===== src/rtl/io_chan_pkg.sv =====
// shared constants and types of the channel controller and its partner
package io_chan_pkg;
   localparam int NCH = 4;
   localparam int CW = 2;
   localparam int CPU_AW = 5;
   localparam logic [2:0] OP_SET_ADDR = 3'h0;
   localparam logic [2:0] OP_SET_LIMIT = 3'h1;
   localparam logic [2:0] OP_CLR_INT = 3'h2;
   localparam logic [2:0] OP_MCLR = 3'h3;
   localparam logic [2:0] OP_RD_INTCH = 3'h4;
   localparam logic [2:0] OP_RD_ADDR = 3'h5;
   localparam logic [2:0] OP_RD_ERR = 3'h6;
   localparam int RD_VALID_BIT = 31;
   localparam logic [2:0] TCB_CTRL = 3'h0;
   localparam logic [2:0] TCB_BUF = 3'h1;
   localparam logic [2:0] TCB_MF = 3'h2;
   localparam logic [2:0] TCB_LEN = 3'h3;
   localparam logic [2:0] TCB_LAST = 3'h4;
   localparam int CMD_LSB = 0;
   localparam int RETRY_BIT = 2;
   localparam int TYPE_BIT = 3;
   localparam int CHAN_LSB = 4;
   localparam logic [2:0] MAX_PEND = 3'h7;
   localparam int MEM_AW = 5;
   localparam int MEM_D = 32;
   localparam int MUX_AW = 7;
   localparam logic [1:0] MOP_MEM = 2'h0;
   localparam logic [1:0] MOP_POST = 2'h1;
   localparam logic [1:0] MOP_STATUS = 2'h2;
   localparam logic [1:0] MOP_INJECT = 2'h3;
   localparam int ST_RET_LSB = 0;
   localparam int ST_CMDB_LSB = 4;
   localparam int ST_DONE = 8;
   localparam int ST_FERR = 9;
   localparam int ST_XERR = 10;
   localparam int ST_REFUSED = 11;
   localparam int ST_PEND_LSB = 16;
   typedef enum logic [4:0] {
      S_IDLE  = 5'b00001,
      S_FETCH = 5'b00010,
      S_SRC   = 5'b00100,
      S_DST   = 5'b01000,
      S_END   = 5'b10000
   } dev_state_type;
endpackage : io_chan_pkg


===== src/rtl/io_link_if.sv =====
// link between the channel controller and the multiplexer processor end
`timescale 1ns/1ns
interface io_link_if;
   logic        bb_req;
   logic        bb_we;
   logic [31:0] bb_addr;
   logic [31:0] bb_wdata;
   logic        bb_wpar;
   logic        bb_ack;
   logic [31:0] bb_rdata;
   logic        bb_rpar;
   logic        return_status_ready;
   logic        command_block_pending;
   logic [1:0]  ev_chan;
   logic        blk_pending;
   logic        blk_done;
   logic        fetch_err;
   logic        exec_err;
   modport dev (output bb_req, bb_we, bb_addr, bb_wdata, bb_wpar,
                return_status_ready, command_block_pending, ev_chan,
                blk_done, fetch_err, exec_err,
                input bb_ack, bb_rdata, bb_rpar, blk_pending);
   modport mux (input bb_req, bb_we, bb_addr, bb_wdata, bb_wpar,
                return_status_ready, command_block_pending, ev_chan,
                blk_done, fetch_err, exec_err,
                output bb_ack, bb_rdata, bb_rpar, blk_pending);
endinterface : io_link_if


===== src/rtl/chan_ctrl_end.sv =====
// channel controller: cpu channel instructions and control block engine
//
// Decided for this implementation: the address map and the address-and-strobe port.
`timescale 1ns/1ns
module chan_ctrl_end (
   input  wire logic        clk_sys_in,
   input  wire logic        rst_in,
   input  wire logic        monitor_mode_in,
   input  wire logic [4:0]  cpu_addr_in,
   input  wire logic [31:0] cpu_wdata_in,
   input  wire logic        cpu_wr_in,
   input  wire logic        cpu_rd_in,
   output logic [31:0]      cpu_rdata_out,
   output logic             cpu_io_interrupt_request_out,
   output logic [3:0]       dev_master_clear_out,
   output logic [3:0]       ready_held_out,
   output logic             retry_ok_out,
   output logic             mf_req_out,
   output logic             mf_we_out,
   output logic [31:0]      mf_addr_out,
   output logic [31:0]      mf_wdata_out,
   input  wire logic        mf_ack_in,
   input  wire logic [31:0] mf_rdata_in,
   io_link_if.dev           lk
);
   localparam int N = io_chan_pkg::NCH;

   typedef struct packed {
      io_chan_pkg::dev_state_type st;
      logic [N-1:0][31:0] transfer_address_pointer;
      logic [N-1:0][31:0] transfer_limit;
      logic [N-1:0] error_flag;
      logic [N-1:0] channel_interrupt_flag;
      logic [N-1:0] dmc;
      logic [N-1:0] rheld;
      logic [2:0]  pend;
      logic [2:0]  fidx;
      logic [31:0] next_block_pointer;
      logic [31:0] nxt;
      logic [31:0] bbuf;
      logic [31:0] bmf;
      logic [31:0] blen;
      logic [31:0] cbuf;
      logic [31:0] cmf;
      logic [31:0] cnt;
      logic [31:0] sca;
      logic [1:0]  cmd;
      logic [1:0]  ch;
      logic        kind;
      logic        retry;
      logic        retried;
      logic        perr;
      logic        rok;
      logic        irq;
      logic        bb_req;
      logic        bb_we;
      logic [31:0] bb_addr;
      logic [31:0] bb_wdata;
      logic        bb_wpar;
      logic        mf_req;
      logic        mf_we;
      logic [31:0] mf_addr;
      logic [31:0] mf_wdata;
      logic        ret_rdy;
      logic        cmdb_pend;
      logic [1:0]  ev_chan;
      logic        done;
      logic        ferr;
      logic        xerr;
      logic [31:0] rdata;
   } dev_reg_type;

   dev_reg_type cur;
   dev_reg_type next_cur;
   logic [2:0]  op;
   logic [1:0]  sel;
   logic [1:0]  chn;
   logic        cmdch;
   logic        to_mf;
   logic        more;
   logic        ack;
   logic        bad_par;
   logic [31:0] word;
   logic [31:0] mfa;

   always_comb
   begin
      next_cur = cur;
      next_cur.ret_rdy = 1'b0;
      next_cur.cmdb_pend = 1'b0;
      next_cur.done = 1'b0;
      next_cur.ferr = 1'b0;
      next_cur.xerr = 1'b0;
      next_cur.rdata = '0;
      op = cpu_addr_in[io_chan_pkg::CPU_AW-1:io_chan_pkg::CW];
      sel = cpu_addr_in[io_chan_pkg::CW-1:0];
      chn = cur.ch;
      cmdch = ~cur.cmd[1];
      to_mf = ~cur.cmd[0];
      more = cmdch ? (cur.transfer_address_pointer[chn] !=
                      cur.transfer_limit[chn])
                   : (cur.cnt != 32'h0);
      ack = (cur.bb_req & lk.bb_ack) | (cur.mf_req & mf_ack_in);
      bad_par = ^{lk.bb_rdata, lk.bb_rpar};
      // fetch words come from the buffer whatever the previous command was
      word = (to_mf || cur.st == io_chan_pkg::S_FETCH) ? lk.bb_rdata
                                                       : mf_rdata_in;
      mfa = cmdch ? cur.transfer_address_pointer[chn] : cur.cmf;
      if (cpu_wr_in && monitor_mode_in)
      begin
         case (op)
            io_chan_pkg::OP_SET_ADDR:
            begin
               next_cur.transfer_address_pointer[sel] = cpu_wdata_in;
               next_cur.ev_chan = sel;
               if (!sel[0])
               begin
                  next_cur.ret_rdy = 1'b1;
                  next_cur.rheld[sel] = 1'b1;
               end
               else
                  next_cur.cmdb_pend = 1'b1;
            end
            io_chan_pkg::OP_SET_LIMIT:
               next_cur.transfer_limit[sel] = cpu_wdata_in;
            io_chan_pkg::OP_CLR_INT:
            begin
               next_cur.channel_interrupt_flag[sel] = 1'b0;
               next_cur.error_flag[sel] = 1'b0;
               if (sel[0])
                  next_cur.dmc[sel] = 1'b0;
            end
            io_chan_pkg::OP_MCLR:
            begin
               next_cur.channel_interrupt_flag[sel] = 1'b0;
               next_cur.error_flag[sel] = 1'b0;
               if (sel[0])
                  next_cur.dmc[sel] = 1'b1;
               else
                  next_cur.rheld[sel] = 1'b0;
            end
            default: ;
         endcase
      end
      if (cpu_rd_in)
      begin
         case (op)
            io_chan_pkg::OP_RD_INTCH:
               // lowest numbered channel has priority
               for (int i = N - 1; i >= 0; i--)
                  if (cur.channel_interrupt_flag[i])
                  begin
                     next_cur.rdata = '0;
                     next_cur.rdata[io_chan_pkg::RD_VALID_BIT] = 1'b1;
                     next_cur.rdata[1:0] = 2'(i);
                  end
            io_chan_pkg::OP_RD_ADDR:
               next_cur.rdata = cur.transfer_address_pointer[sel];
            io_chan_pkg::OP_RD_ERR:
               next_cur.rdata = {31'h0, cur.error_flag[sel]};
            default: ;
         endcase
      end
      if (lk.blk_pending && cur.pend != io_chan_pkg::MAX_PEND)
         next_cur.pend = cur.pend + 3'h1;
      case (cur.st)
         io_chan_pkg::S_IDLE:
            if (cur.pend != 3'h0)
            begin
               next_cur.pend = next_cur.pend - 3'h1;
               next_cur.fidx = io_chan_pkg::TCB_CTRL;
               next_cur.bb_req = 1'b1;
               next_cur.bb_we = 1'b0;
               next_cur.bb_addr = cur.next_block_pointer;
               next_cur.st = io_chan_pkg::S_FETCH;
            end
         io_chan_pkg::S_FETCH:
            if (ack)
            begin
               next_cur.bb_req = 1'b0;
               if (bad_par)
               begin
                  // block is dropped; chain restarts from zero
                  next_cur.ferr = 1'b1;
                  next_cur.pend = {2'h0, lk.blk_pending};
                  next_cur.next_block_pointer = '0;
                  next_cur.st = io_chan_pkg::S_IDLE;
               end
               else
               begin
                  case (cur.fidx)
                     io_chan_pkg::TCB_CTRL:
                     begin
                        next_cur.cmd = word[io_chan_pkg::CMD_LSB+:2];
                        next_cur.retry = word[io_chan_pkg::RETRY_BIT];
                        next_cur.kind = word[io_chan_pkg::TYPE_BIT];
                        next_cur.ch = word[io_chan_pkg::CHAN_LSB+:2];
                     end
                     io_chan_pkg::TCB_BUF: next_cur.bbuf = word;
                     io_chan_pkg::TCB_MF: next_cur.bmf = word;
                     io_chan_pkg::TCB_LEN: next_cur.blen = word;
                     default: next_cur.nxt = word;
                  endcase
                  if (cur.fidx == io_chan_pkg::TCB_LAST)
                  begin
                     next_cur.retried = 1'b0;
                     next_cur.perr = 1'b0;
                     next_cur.sca = cur.transfer_address_pointer[chn];
                     next_cur.cbuf = cur.bbuf;
                     next_cur.cmf = cur.bmf;
                     next_cur.cnt = {cur.blen[31:1], 1'b0};
                     next_cur.st = io_chan_pkg::S_SRC;
                  end
                  else
                  begin
                     next_cur.fidx = cur.fidx + 3'h1;
                     next_cur.bb_req = 1'b1;
                     next_cur.bb_addr = cur.next_block_pointer +
                                        {29'h0, cur.fidx + 3'h1};
                  end
               end
            end
         io_chan_pkg::S_SRC:
            if (ack)
            begin
               next_cur.bb_req = 1'b0;
               next_cur.mf_req = 1'b0;
               if (to_mf && bad_par)
                  next_cur.perr = 1'b1;
               if (to_mf)
               begin
                  next_cur.mf_req = 1'b1;
                  next_cur.mf_we = 1'b1;
                  next_cur.mf_addr = mfa;
                  next_cur.mf_wdata = word;
               end
               else
               begin
                  next_cur.bb_req = 1'b1;
                  next_cur.bb_we = 1'b1;
                  next_cur.bb_addr = cur.cbuf;
                  next_cur.bb_wdata = word;
                  next_cur.bb_wpar = ^word;
               end
               next_cur.st = io_chan_pkg::S_DST;
            end
            else if (!more)
               next_cur.st = io_chan_pkg::S_END;
            else if (!cur.bb_req && !cur.mf_req)
            begin
               next_cur.bb_req = to_mf;
               next_cur.bb_we = 1'b0;
               next_cur.bb_addr = cur.cbuf;
               next_cur.mf_req = ~to_mf;
               next_cur.mf_we = 1'b0;
               next_cur.mf_addr = mfa;
            end
         io_chan_pkg::S_DST:
            if (ack)
            begin
               next_cur.bb_req = 1'b0;
               next_cur.mf_req = 1'b0;
               next_cur.cbuf = cur.cbuf + 32'h1;
               if (cmdch)
                  next_cur.transfer_address_pointer[chn] =
                     cur.transfer_address_pointer[chn] + 32'h1;
               else
               begin
                  next_cur.cmf = cur.cmf + 32'h1;
                  next_cur.cnt = cur.cnt - 32'h1;
               end
               next_cur.st = io_chan_pkg::S_SRC;
            end
         io_chan_pkg::S_END:
            if (cur.perr && cur.retry && !cur.retried)
            begin
               // one retry of the whole block from its start
               next_cur.retried = 1'b1;
               next_cur.perr = 1'b0;
               if (cmdch)
                  next_cur.transfer_address_pointer[chn] = cur.sca;
               next_cur.cbuf = cur.bbuf;
               next_cur.cmf = cur.bmf;
               next_cur.cnt = {cur.blen[31:1], 1'b0};
               next_cur.st = io_chan_pkg::S_SRC;
            end
            else
            begin
               next_cur.next_block_pointer = cur.nxt;
               if (cmdch)
                  next_cur.channel_interrupt_flag[chn] = 1'b1;
               if (cur.perr)
               begin
                  next_cur.xerr = 1'b1;
                  if (!cmdch)
                     next_cur.error_flag[chn] = 1'b1;
               end
               else
               begin
                  next_cur.done = 1'b1;
                  next_cur.rok = cur.rok | cur.retried;
               end
               next_cur.st = io_chan_pkg::S_IDLE;
            end
         default: next_cur.st = io_chan_pkg::S_IDLE;
      endcase
      next_cur.irq = |next_cur.channel_interrupt_flag;
   end

   always_ff @(posedge clk_sys_in)
   begin
      if (rst_in)
      begin
         cur <= '0;
         cur.st <= io_chan_pkg::S_IDLE;
      end
      else
         cur <= next_cur;
   end

   assign cpu_rdata_out = cur.rdata;
   assign cpu_io_interrupt_request_out = cur.irq;
   assign dev_master_clear_out = cur.dmc;
   assign ready_held_out = cur.rheld;
   assign retry_ok_out = cur.rok;
   assign mf_req_out = cur.mf_req;
   assign mf_we_out = cur.mf_we;
   assign mf_addr_out = cur.mf_addr;
   assign mf_wdata_out = cur.mf_wdata;
   assign lk.bb_req = cur.bb_req;
   assign lk.bb_we = cur.bb_we;
   assign lk.bb_addr = cur.bb_addr;
   assign lk.bb_wdata = cur.bb_wdata;
   assign lk.bb_wpar = cur.bb_wpar;
   assign lk.return_status_ready = cur.ret_rdy;
   assign lk.command_block_pending = cur.cmdb_pend;
   assign lk.ev_chan = cur.ev_chan;
   assign lk.blk_done = cur.done;
   assign lk.fetch_err = cur.ferr;
   assign lk.exec_err = cur.xerr;
endmodule : chan_ctrl_end


===== src/flat_wrapper.sv =====
// flat-port wrapper written by rule: the top's interface ports become plain ports
module chan_ctrl_end_flat 
  (clk_sys_in, rst_in, monitor_mode_in, cpu_addr_in, cpu_wdata_in, cpu_wr_in, cpu_rd_in, cpu_rdata_out, cpu_io_interrupt_request_out, dev_master_clear_out, ready_held_out, retry_ok_out, mf_req_out, mf_we_out, mf_addr_out, mf_wdata_out, mf_ack_in, mf_rdata_in, lk_bb_req, lk_bb_we, lk_bb_addr, lk_bb_wdata, lk_bb_wpar, lk_return_status_ready, lk_command_block_pending, lk_ev_chan, lk_blk_done, lk_fetch_err, lk_exec_err, lk_bb_ack, lk_bb_rdata, lk_bb_rpar, lk_blk_pending);
  io_link_if lk_i ();
  input  wire logic clk_sys_in;
  input  wire logic rst_in;
  input  wire logic monitor_mode_in;
  input  wire logic [4:0] cpu_addr_in;
  input  wire logic [31:0] cpu_wdata_in;
  input  wire logic cpu_wr_in;
  input  wire logic cpu_rd_in;
  output logic [31:0] cpu_rdata_out;
  output logic cpu_io_interrupt_request_out;
  output logic [3:0] dev_master_clear_out;
  output logic [3:0] ready_held_out;
  output logic retry_ok_out;
  output logic mf_req_out;
  output logic mf_we_out;
  output logic [31:0] mf_addr_out;
  output logic [31:0] mf_wdata_out;
  input  wire logic mf_ack_in;
  input  wire logic [31:0] mf_rdata_in;
  output wire logic [$bits(lk_i.bb_req)-1:0] lk_bb_req;
  output wire logic [$bits(lk_i.bb_we)-1:0] lk_bb_we;
  output wire logic [$bits(lk_i.bb_addr)-1:0] lk_bb_addr;
  output wire logic [$bits(lk_i.bb_wdata)-1:0] lk_bb_wdata;
  output wire logic [$bits(lk_i.bb_wpar)-1:0] lk_bb_wpar;
  output wire logic [$bits(lk_i.return_status_ready)-1:0] lk_return_status_ready;
  output wire logic [$bits(lk_i.command_block_pending)-1:0] lk_command_block_pending;
  output wire logic [$bits(lk_i.ev_chan)-1:0] lk_ev_chan;
  output wire logic [$bits(lk_i.blk_done)-1:0] lk_blk_done;
  output wire logic [$bits(lk_i.fetch_err)-1:0] lk_fetch_err;
  output wire logic [$bits(lk_i.exec_err)-1:0] lk_exec_err;
  input wire logic [$bits(lk_i.bb_ack)-1:0] lk_bb_ack;
  input wire logic [$bits(lk_i.bb_rdata)-1:0] lk_bb_rdata;
  input wire logic [$bits(lk_i.bb_rpar)-1:0] lk_bb_rpar;
  input wire logic [$bits(lk_i.blk_pending)-1:0] lk_blk_pending;
  assign lk_bb_req = lk_i.bb_req;
  assign lk_bb_we = lk_i.bb_we;
  assign lk_bb_addr = lk_i.bb_addr;
  assign lk_bb_wdata = lk_i.bb_wdata;
  assign lk_bb_wpar = lk_i.bb_wpar;
  assign lk_return_status_ready = lk_i.return_status_ready;
  assign lk_command_block_pending = lk_i.command_block_pending;
  assign lk_ev_chan = lk_i.ev_chan;
  assign lk_blk_done = lk_i.blk_done;
  assign lk_fetch_err = lk_i.fetch_err;
  assign lk_exec_err = lk_i.exec_err;
  assign lk_i.bb_ack = lk_bb_ack;
  assign lk_i.bb_rdata = lk_bb_rdata;
  assign lk_i.bb_rpar = lk_bb_rpar;
  assign lk_i.blk_pending = lk_blk_pending;
  chan_ctrl_end u_core (.clk_sys_in(clk_sys_in), .rst_in(rst_in), .monitor_mode_in(monitor_mode_in), .cpu_addr_in(cpu_addr_in), .cpu_wdata_in(cpu_wdata_in), .cpu_wr_in(cpu_wr_in), .cpu_rd_in(cpu_rd_in), .cpu_rdata_out(cpu_rdata_out), .cpu_io_interrupt_request_out(cpu_io_interrupt_request_out), .dev_master_clear_out(dev_master_clear_out), .ready_held_out(ready_held_out), .retry_ok_out(retry_ok_out), .mf_req_out(mf_req_out), .mf_we_out(mf_we_out), .mf_addr_out(mf_addr_out), .mf_wdata_out(mf_wdata_out), .mf_ack_in(mf_ack_in), .mf_rdata_in(mf_rdata_in), .lk(lk_i));
endmodule

===== config.mk =====
export PLATFORM = sky130hd
export DESIGN_NAME = chan_ctrl_end_flat
export DESIGN_NICKNAME = d
export VERILOG_FILES = /design/src/rtl/io_chan_pkg.sv /design/src/rtl/io_link_if.sv /design/src/rtl/chan_ctrl_end.sv /design/src/flat_wrapper.sv
export SDC_FILE = /design/constraint.sdc
export NUM_CORES = 2
export LEC_CHECK = 0
export BUFFER_PORTS_ARGS = -buffer_cell sky130_fd_sc_hd__buf_2
export CAP_MARGIN = 20
export CORE_MARGIN = 3
export CORE_UTILIZATION = 43
export DETAILED_ROUTE_END_ITERATION = 10
export GPL_ROUTABILITY_DRIVEN = 0
export HOLD_SLACK_MARGIN = 0.12
export PLACE_DENSITY = 0.69
export SLEW_MARGIN = 10
export SYNTH_ARGS = -nofsm -noshare
export SYNTH_HDL_FRONTEND = slang
export SYNTH_SLANG_ARGS = --single-unit

===== constraint.sdc =====
create_clock -name clk_sys_in -period 4.1 [get_ports clk_sys_in]
set_input_delay 0.205 -clock clk_sys_in [delete_from_list [all_inputs] [get_ports clk_sys_in]]
set_output_delay 0.205 -clock clk_sys_in [all_outputs]
set_load 0.03 [all_outputs]

; ---- Word level (Yosys, flattened, before mapping)
; Index checks and enable logic that the tools add are counted.
[word_totals]
in_bits = 110
ff_bits = 753
out_inout_bits = 182
elab_cells = 291
[classes]
magnitude_cmp = 4
n_mux = 107
n_reduce_logical = 61
n_addsub = 8
bitwise_logic = 24
eq_ne = 39
[op_table]
columns = operator, count
row1 = two-way mux 128 bit, 6
row2 = two-way mux 32 bit, 20
row3 = bitwise mux 128 bit, 4
row4 = two-way mux 302 bit, 1
row5 = case mux 96 bit (3 select lines), 1
row6 = two-way mux 272 bit, 1
row7 = two-way mux 264 bit, 1
row8 = case mux 128 bit (2 select lines), 1
row9 = two-way mux 34 bit, 7
row10 = binary-select mux 32 bit (select 2 bit), 3
row11 = two-way mux 96 bit, 2
row12 = case mux 32 bit (3 select lines), 2
row13 = two-way mux 133 bit, 1
row14 = demux 32 bit (select 2 bit), 2
row15 = adder 32 x 1 -> 32 bit (second input constant), 3
row16 = two-way mux 67 bit, 1
row17 = two-way mux 66 bit, 1
row18 = two-way mux 64 bit, 1
row19 = case mux 32 bit (2 select lines), 1
row20 = AND reduction 4 bit, 11
row21 = XOR reduction 33 bit, 1
row22 = adder 32 x 3 -> 32 bit, 1
row23 = != test 32 bit, 1
row24 = nonzero test 32 bit, 1
row25 = 57 further kinds, 169

; ---- Depth between registers and ports, before layout
[logic_depth]
ltp_word = 15
mapped_depth = 13
ltp_nobuf = 12

; ---- Least setup slack after synthesis
; Ideal clock, no wire load.
[synth_timing]
path_type = reg2reg
start = reg u_core.cur[470] (netlist name)
end = reg u_core.cur (netlist bit u_core.lk.bb_addr[22])
synth_period_minus_slack_ps = 2877
setup_slack_ps = 1223
path_buffers = 0
path_stages_with_launch = 11
arrival_ps = 2792
required_time_ps = 4014
setup_time_ps = 86
path_cell_list = dfxtp_1 > ha_1 > ha_1 > inv_1 > ha_1 > a21o_1 > or4b_2 > or3_1 > o41ai_1 > a21oi_1 > a211oi_1
[synth_between]
elab_chain_cells = 6
elab_cells_between_ends = 9
cone_classes = add/sub: 2 / eq/ne: 2 / mux: 4 / reduce/logical: 1
[synth_rtl]
columns = element, line_no
row1 = "start, declared", chan_ctrl_end.sv:73  ; dev_reg_type cur;
row2 = "start signal, assigned", chan_ctrl_end.sv:318  ; cur <= next_cur;
row3 = adder 3 x 1 -> 3 bit, chan_ctrl_end.sv:219  ; {29'h0, cur.fidx + 3'h1};
row4 = adder 32 x 3 -> 32 bit, chan_ctrl_end.sv:218  ; next_cur.bb_addr = cur.next_block_pointer +
row5 = two-way mux 32 bit, chan_ctrl_end.sv:204  ; if (cur.fidx == io_chan_pkg::TCB_LAST)
row6 = two-way mux 32 bit, chan_ctrl_end.sv:181  ; if (bad_par)
row7 = two-way mux 32 bit, chan_ctrl_end.sv:178  ; if (ack)
row8 = case mux 32 bit (3 select lines), chan_ctrl_end.sv:166  ; case (cur.st)
; Parallel ways exist; a longest one is shown, timed or not. The select of a mux whose other input is x is not followed.
; A chain may end at the register's enable or synchronous reset.

; ---- Worst setup path after layout
[layout_timing]
start = reg u_core.cur (netlist bit u_core.chn[0])
end = reg u_core.cur (netlist bit u_core.mf_addr_out[8])
[layout_between]
elab_chain_cells = 6
elab_cells_between_ends = 13
cone_classes = eq/ne: 1 / mux: 10 / reduce/logical: 2
[layout_rtl]
columns = element, line_no
row1 = "binary-select mux 32 bit (select 2 bit), on equally long branches", "chan_ctrl_end.sv:100, chan_ctrl_end.sv:108, chan_ctrl_end.sv:101"
row2 = "two-way mux 32 bit, on equally long branches", "chan_ctrl_end.sv:100, chan_ctrl_end.sv:108, chan_ctrl_end.sv:101"
row3 = != test 32 bit / two-way mux 32 bit (equally long branches), "chan_ctrl_end.sv:100, chan_ctrl_end.sv:108"
row4 = two-way mux 1 bit / two-way mux 34 bit (equally long branches), "chan_ctrl_end.sv:100, chan_ctrl_end.sv:249"
row5 = nonzero test 2 bit (no line) / two-way mux 34 bit (equally long branches), n/a
row6 = AND reduction 4 bit (no line) / two-way mux 34 bit (equally long branches), n/a
; Parallel ways exist; a longest one is shown, timed or not. The select of a mux whose other input is x is not followed.

==> results <==
- The clock tree buffer depth is 3.
- The starting utilization of the core area is 0.438.
- Compared with the post-synthesis result, the final layout area differs by 12.2%.
- The area share of the leading cell type in the synthesized netlist is 0.386.
- After detailed routing, the number of vias per cell comes to 6.28.
- Setup slack on the worst reg-to-reg path comes out at 0.19 ns.
- The top cell type by total area after synthesis is sky130_fd_sc_hd__dfxtp_1.
- The total clock buffers created by CTS is 83.
- The areal power density over the cells is 425 mW/mm^2.
- The net switching fraction of the power is 0.305.
- The path class of the tightest hold or removal check is in2reg.
- Synthesis inferred 751 register bits.
- The detail-routed net length per standard cell is 24.3 um.
- The library cell used most frequently in the layout, excluding fill and tap cells, is sky130_fd_sc_hd__dfxtp_1.
- Setup total negative slack on the finished layout was measured at 0 ns.
- The pin count of the biggest net entering global routing is 169.
- Row generation in the floorplan step produced 109 rows.
- TritonCTS built the clock tree.
- The DRC marker count from the first detailed-route iteration is 4411.
- By area the synthesized netlist is led by sky130_fd_sc_hd__dfxtp_1, sky130_fd_sc_hd__nand2_1, sky130_fd_sc_hd__mux4_2.
- For this design the static power due to leakage is 15.7 nW.
- For the pin with the worst max-slew slack, the measured transition is 1.07 ns.
- The root cell of the clock tree is sky130_fd_sc_hd__clkbuf_16.
- For this design the top-level I/O count stands at 292.
- The worst hold path begins at monitor_mode_in.
- The clock reaches the later pin of the worst-skew pair after 0.67 ns.
- The run finished with clean final reports.
- The dominant combinational cell family by area after synthesis is compound AO/OA/AOI/OAI gates.
- The async set-reset flop share out of synthesis is 0.
- The share of total power in combinational logic is 0.181.
- Among all flip-flop cells after synthesis, the most frequent one is sky130_fd_sc_hd__dfxtp_1.
- Synthesis instantiated 89 different standard cells from the library.
- Summed over all layers, the global routing overflow is 0.
- In this run the horizontal extent of the chip is 307 um.
- For this design the total switching power over the nets is 5.68 mW.
- The worst register-to-register path ends at u_core.mf_addr_out[8]$_SDFFE_PP0P_.
- The number of optimization iterations in the first detailed-route pass is 7.
- The kind of critical path is reg2reg.
- The number of hold violations in the final report is 0.
- The number of flops mapped to enable cells by yosys is 0.
- The overall global routing resource usage is 0.292.
- The worst hold path was traced through 6 stages.
- The simple logic cell fraction of the synthesized area is 0.180.
- Across the run, the number of max-cap violations was 0.
- The adder-cell area share of the yosys netlist is 0.00694.
- The final layout contains 4802 nets.
- The internal power of the cells totals 12.9 mW.
- The clock net in this run drives a total of 751 sinks.
- The data required time of the worst path is 4.64 ns.
- The met3 capacity usage during global routing is 0.0838.
- The upper clock frequency limit is 256 MHz.
- The number of antenna violations at the first check in global routing is 6.
- After detailed routing, the number of remaining DRC violations is 0.
- The worst-case IR drop observed on VDD is 0.000320 V.
- Once detail routing completed, the nets flagged for antenna violations numbered 0.
- The maximum fanout count along the critical path is 32.
- The area of the die is 0.0943 sq mm.
- The worst pin sits at a relative slew slack of 0.287.
- After technology mapping, the gate count stands at 4671.
- The H-tree level count is 3.
- In this run the vertical extent of the chip is 307 um.
- The layer with the highest usage is met2.
- The number of buffers inserted by port buffering is 291.
- Counting cells, the worst reg-to-reg path comes to 12.
- The critical path launch point type is a register.
- The setup-violating endpoint count in the final report is 0.
- Final hold analysis gives a worst-case slack of 0.151 ns.
- The share of total power dissipated in the clock network is 0.409.
- The sequential cell fraction of total power is 0.411.
- The number of max-slew violations in the final report is 0.
- The top cell types in the final layout, fill and taps aside, are sky130_fd_sc_hd__dfxtp_1, sky130_fd_sc_hd__nand2_1, sky130_fd_sc_hd__nor2_1.
- The arrival time reported for the critical path endpoint is 4.45 ns.
- Wires add up to 143000 um.
- The detailed-route via count is 37059.
- The met1 usage is 0.378.
- The via count of the first global-routing pass is 34092.
- After clock tree synthesis, the clock-pin slew on the worst setup and hold paths is 0.06 ns.
- The clock period could shrink to 3.91 ns.
- The first-pass GRT wire length is 214000 um.
- The share of the yosys chip area belonging to registers is 0.386.
- For this run, the number of Yosys warnings is 0.
- The final HPWL from detailed placement is 95800 um.
- The synthesized area per cell is 8.34 sq um.
- Setup repair after global routing left no endpoint under its margin.
- STA classifies the critical path endpoint as a register.
- The area of the placeable core is 0.0891 sq mm.
- The met2 global-route usage is 0.455.
- The multiplexer fraction of the synthesized cell area is 0.0882.
- Of the cells placed in the final design, the portion with a size suffix greater than 1 is 0.169.
- After synthesis the cells add up to 0.0390 sq mm.
- The post-synthesis compound-gate area fraction came to 0.226.
- The final cycle utilization of the critical path is 0.953.
- The clock skew after layout is 0.0333 ns.
- The net count after synthesis is 4802.
- The worst flop-to-flop path startpoint is u_core.chn[0]$_SDFFE_PP0P_.
- The fraction of synthesized cell area in xor and xnor cells is 0.0295.
## stage by stage
step           instance area [sq um]  instances  setup WS, ns  utilization  power, mW
2_1_floorplan                  39000       4671          1.22            -       9.99
3_3_place_gp                   40500       5704         0.205        0.454       11.0
3_5_place_dp                   40500       5706         0.208        0.455       11.0
4_1_cts                        43700       5899         0.165        0.490       18.6
5_1_grt                        43700       5901        0.0597        0.491       19.2
6_report                       43700       5905         0.194        0.491       18.6
## cell type report
cell class              count  area [sq um]
clock inverters            28           253
fillers                  8432         45400
inverters                  69           260
flip-flops and latches    751         15000
clock buffers             122          2510
multi-input cells        3265         20800
diodes                      4          10.0
repair buffers            501          3380
well taps                1165          1460
## power by group through the flow
stage	clock, mW	sequential, mW	combinational (mW)
global placement	0	7.78	3.18
global route	7.98	7.64	3.61
floorplan	0	7.72	2.27
finish	7.59	7.63	3.36
CTS	7.67	7.62	3.29
detailed placement	0	7.78	3.24
## cells by family after synthesis
kind of cell | Yosys count
adder cells (fa/ha/maj) | 21
buffers and inverters | 655
AND/OR/NAND/NOR | 1588
multiplexers | 219
flip-flops | 751
XOR/XNOR | 126
AO/OA/AOI/OAI | 1311
## Yosys cell counts (all sizes together), types with 5 or more instances
master / instances
dfxtp: 751
nand2: 644
nor2: 502
a21oi: 436
clkbuf: 307
buf: 279
a211oi: 268
o21ai: 141
mux2i: 97
mux4: 97
nor3: 94
xnor2: 91
nand3: 89
a221oi: 83
inv: 69
and3: 55
o211ai: 52
nor2b: 42
o32ai: 37
a22o: 34
and2: 34
nand4: 34
xor2: 33
a31o: 31
a31oi: 31
a22oi: 30
o22ai: 27
mux2: 25
nor4: 23
o31ai: 23
a222oi: 20
a32oi: 20
ha: 20
a211o: 18
o211a: 16
or3: 16
and4: 13
or4: 9
o311ai: 7
nand2b: 6
nand3b: 6
o21a: 6
or2: 5
## per-layer routing
| metal | share of wire | vias up | wire, um |
|---|---|---|---|
| li1 | - | 16706 | - |
| met1 | 0.39 | 17642 | 55700 |
| met2 | 0.44 | 2242 | 63700 |
| met3 | 0.12 | 461 | 17500 |
| met4 | 0.046 | 8 | 6560 |
| met5 | 0.00037 | - | 53 |
## worst max path at each step
stage | startpoint | endpoint | slack (ns) | cells after the start
floorplan | u_core.cur[470]$_SDFFE_PP0P_ | u_core.lk.bb_addr[22]$_SDFFE_PP0P_ | 1.22 | 10
global placement | u_core.chn[0]$_SDFFE_PP0P_ | u_core.lk.bb_addr[3]$_SDFFE_PP0P_ | 0.20 | 11
detailed placement | u_core.chn[0]$_SDFFE_PP0P_ | u_core.mf_addr_out[4]$_SDFFE_PP0P_ | 0.21 | 12
CTS | u_core.chn[0]$_SDFFE_PP0P_ | u_core.mf_addr_out[25]$_SDFFE_PP0P_ | 0.16 | 12
global route | u_core.chn[0]$_SDFFE_PP0P_ | u_core.mf_addr_out[8]$_SDFFE_PP0P_ | 0.06 | 12
finish | u_core.chn[0]$_SDFFE_PP0P_ | u_core.mf_addr_out[8]$_SDFFE_PP0P_ | 0.19 | 12
## worst max-delay path, stage by stage (launching register included)
cell,delay (ns)
sky130_fd_sc_hd__dfxtp_4,0.65
sky130_fd_sc_hd__buf_12,0.20
sky130_fd_sc_hd__mux4_2,0.52
sky130_fd_sc_hd__xnor2_1,0.40
sky130_fd_sc_hd__nand4_1,0.18
sky130_fd_sc_hd__nor3_1,0.47
sky130_fd_sc_hd__nand3_1,0.29
sky130_fd_sc_hd__buf_4,0.26
sky130_fd_sc_hd__a31oi_4,0.21
sky130_fd_sc_hd__buf_12,0.22
sky130_fd_sc_hd__buf_12,0.17
sky130_fd_sc_hd__nand3_1,0.08
sky130_fd_sc_hd__o31ai_1,0.10
## what timing repair did
| action | in CTS | in global routing |
|---|---|---|
| resized for setup | 0 | 0 |
| setup endpoints to repair | 0 | 22 |
| setup buffers | 0 | 1 |
| hold endpoints to repair | 249 | 0 |
| hold buffers | 43 | 0 |
Note: power is estimated with default switching activity, not from simulation.
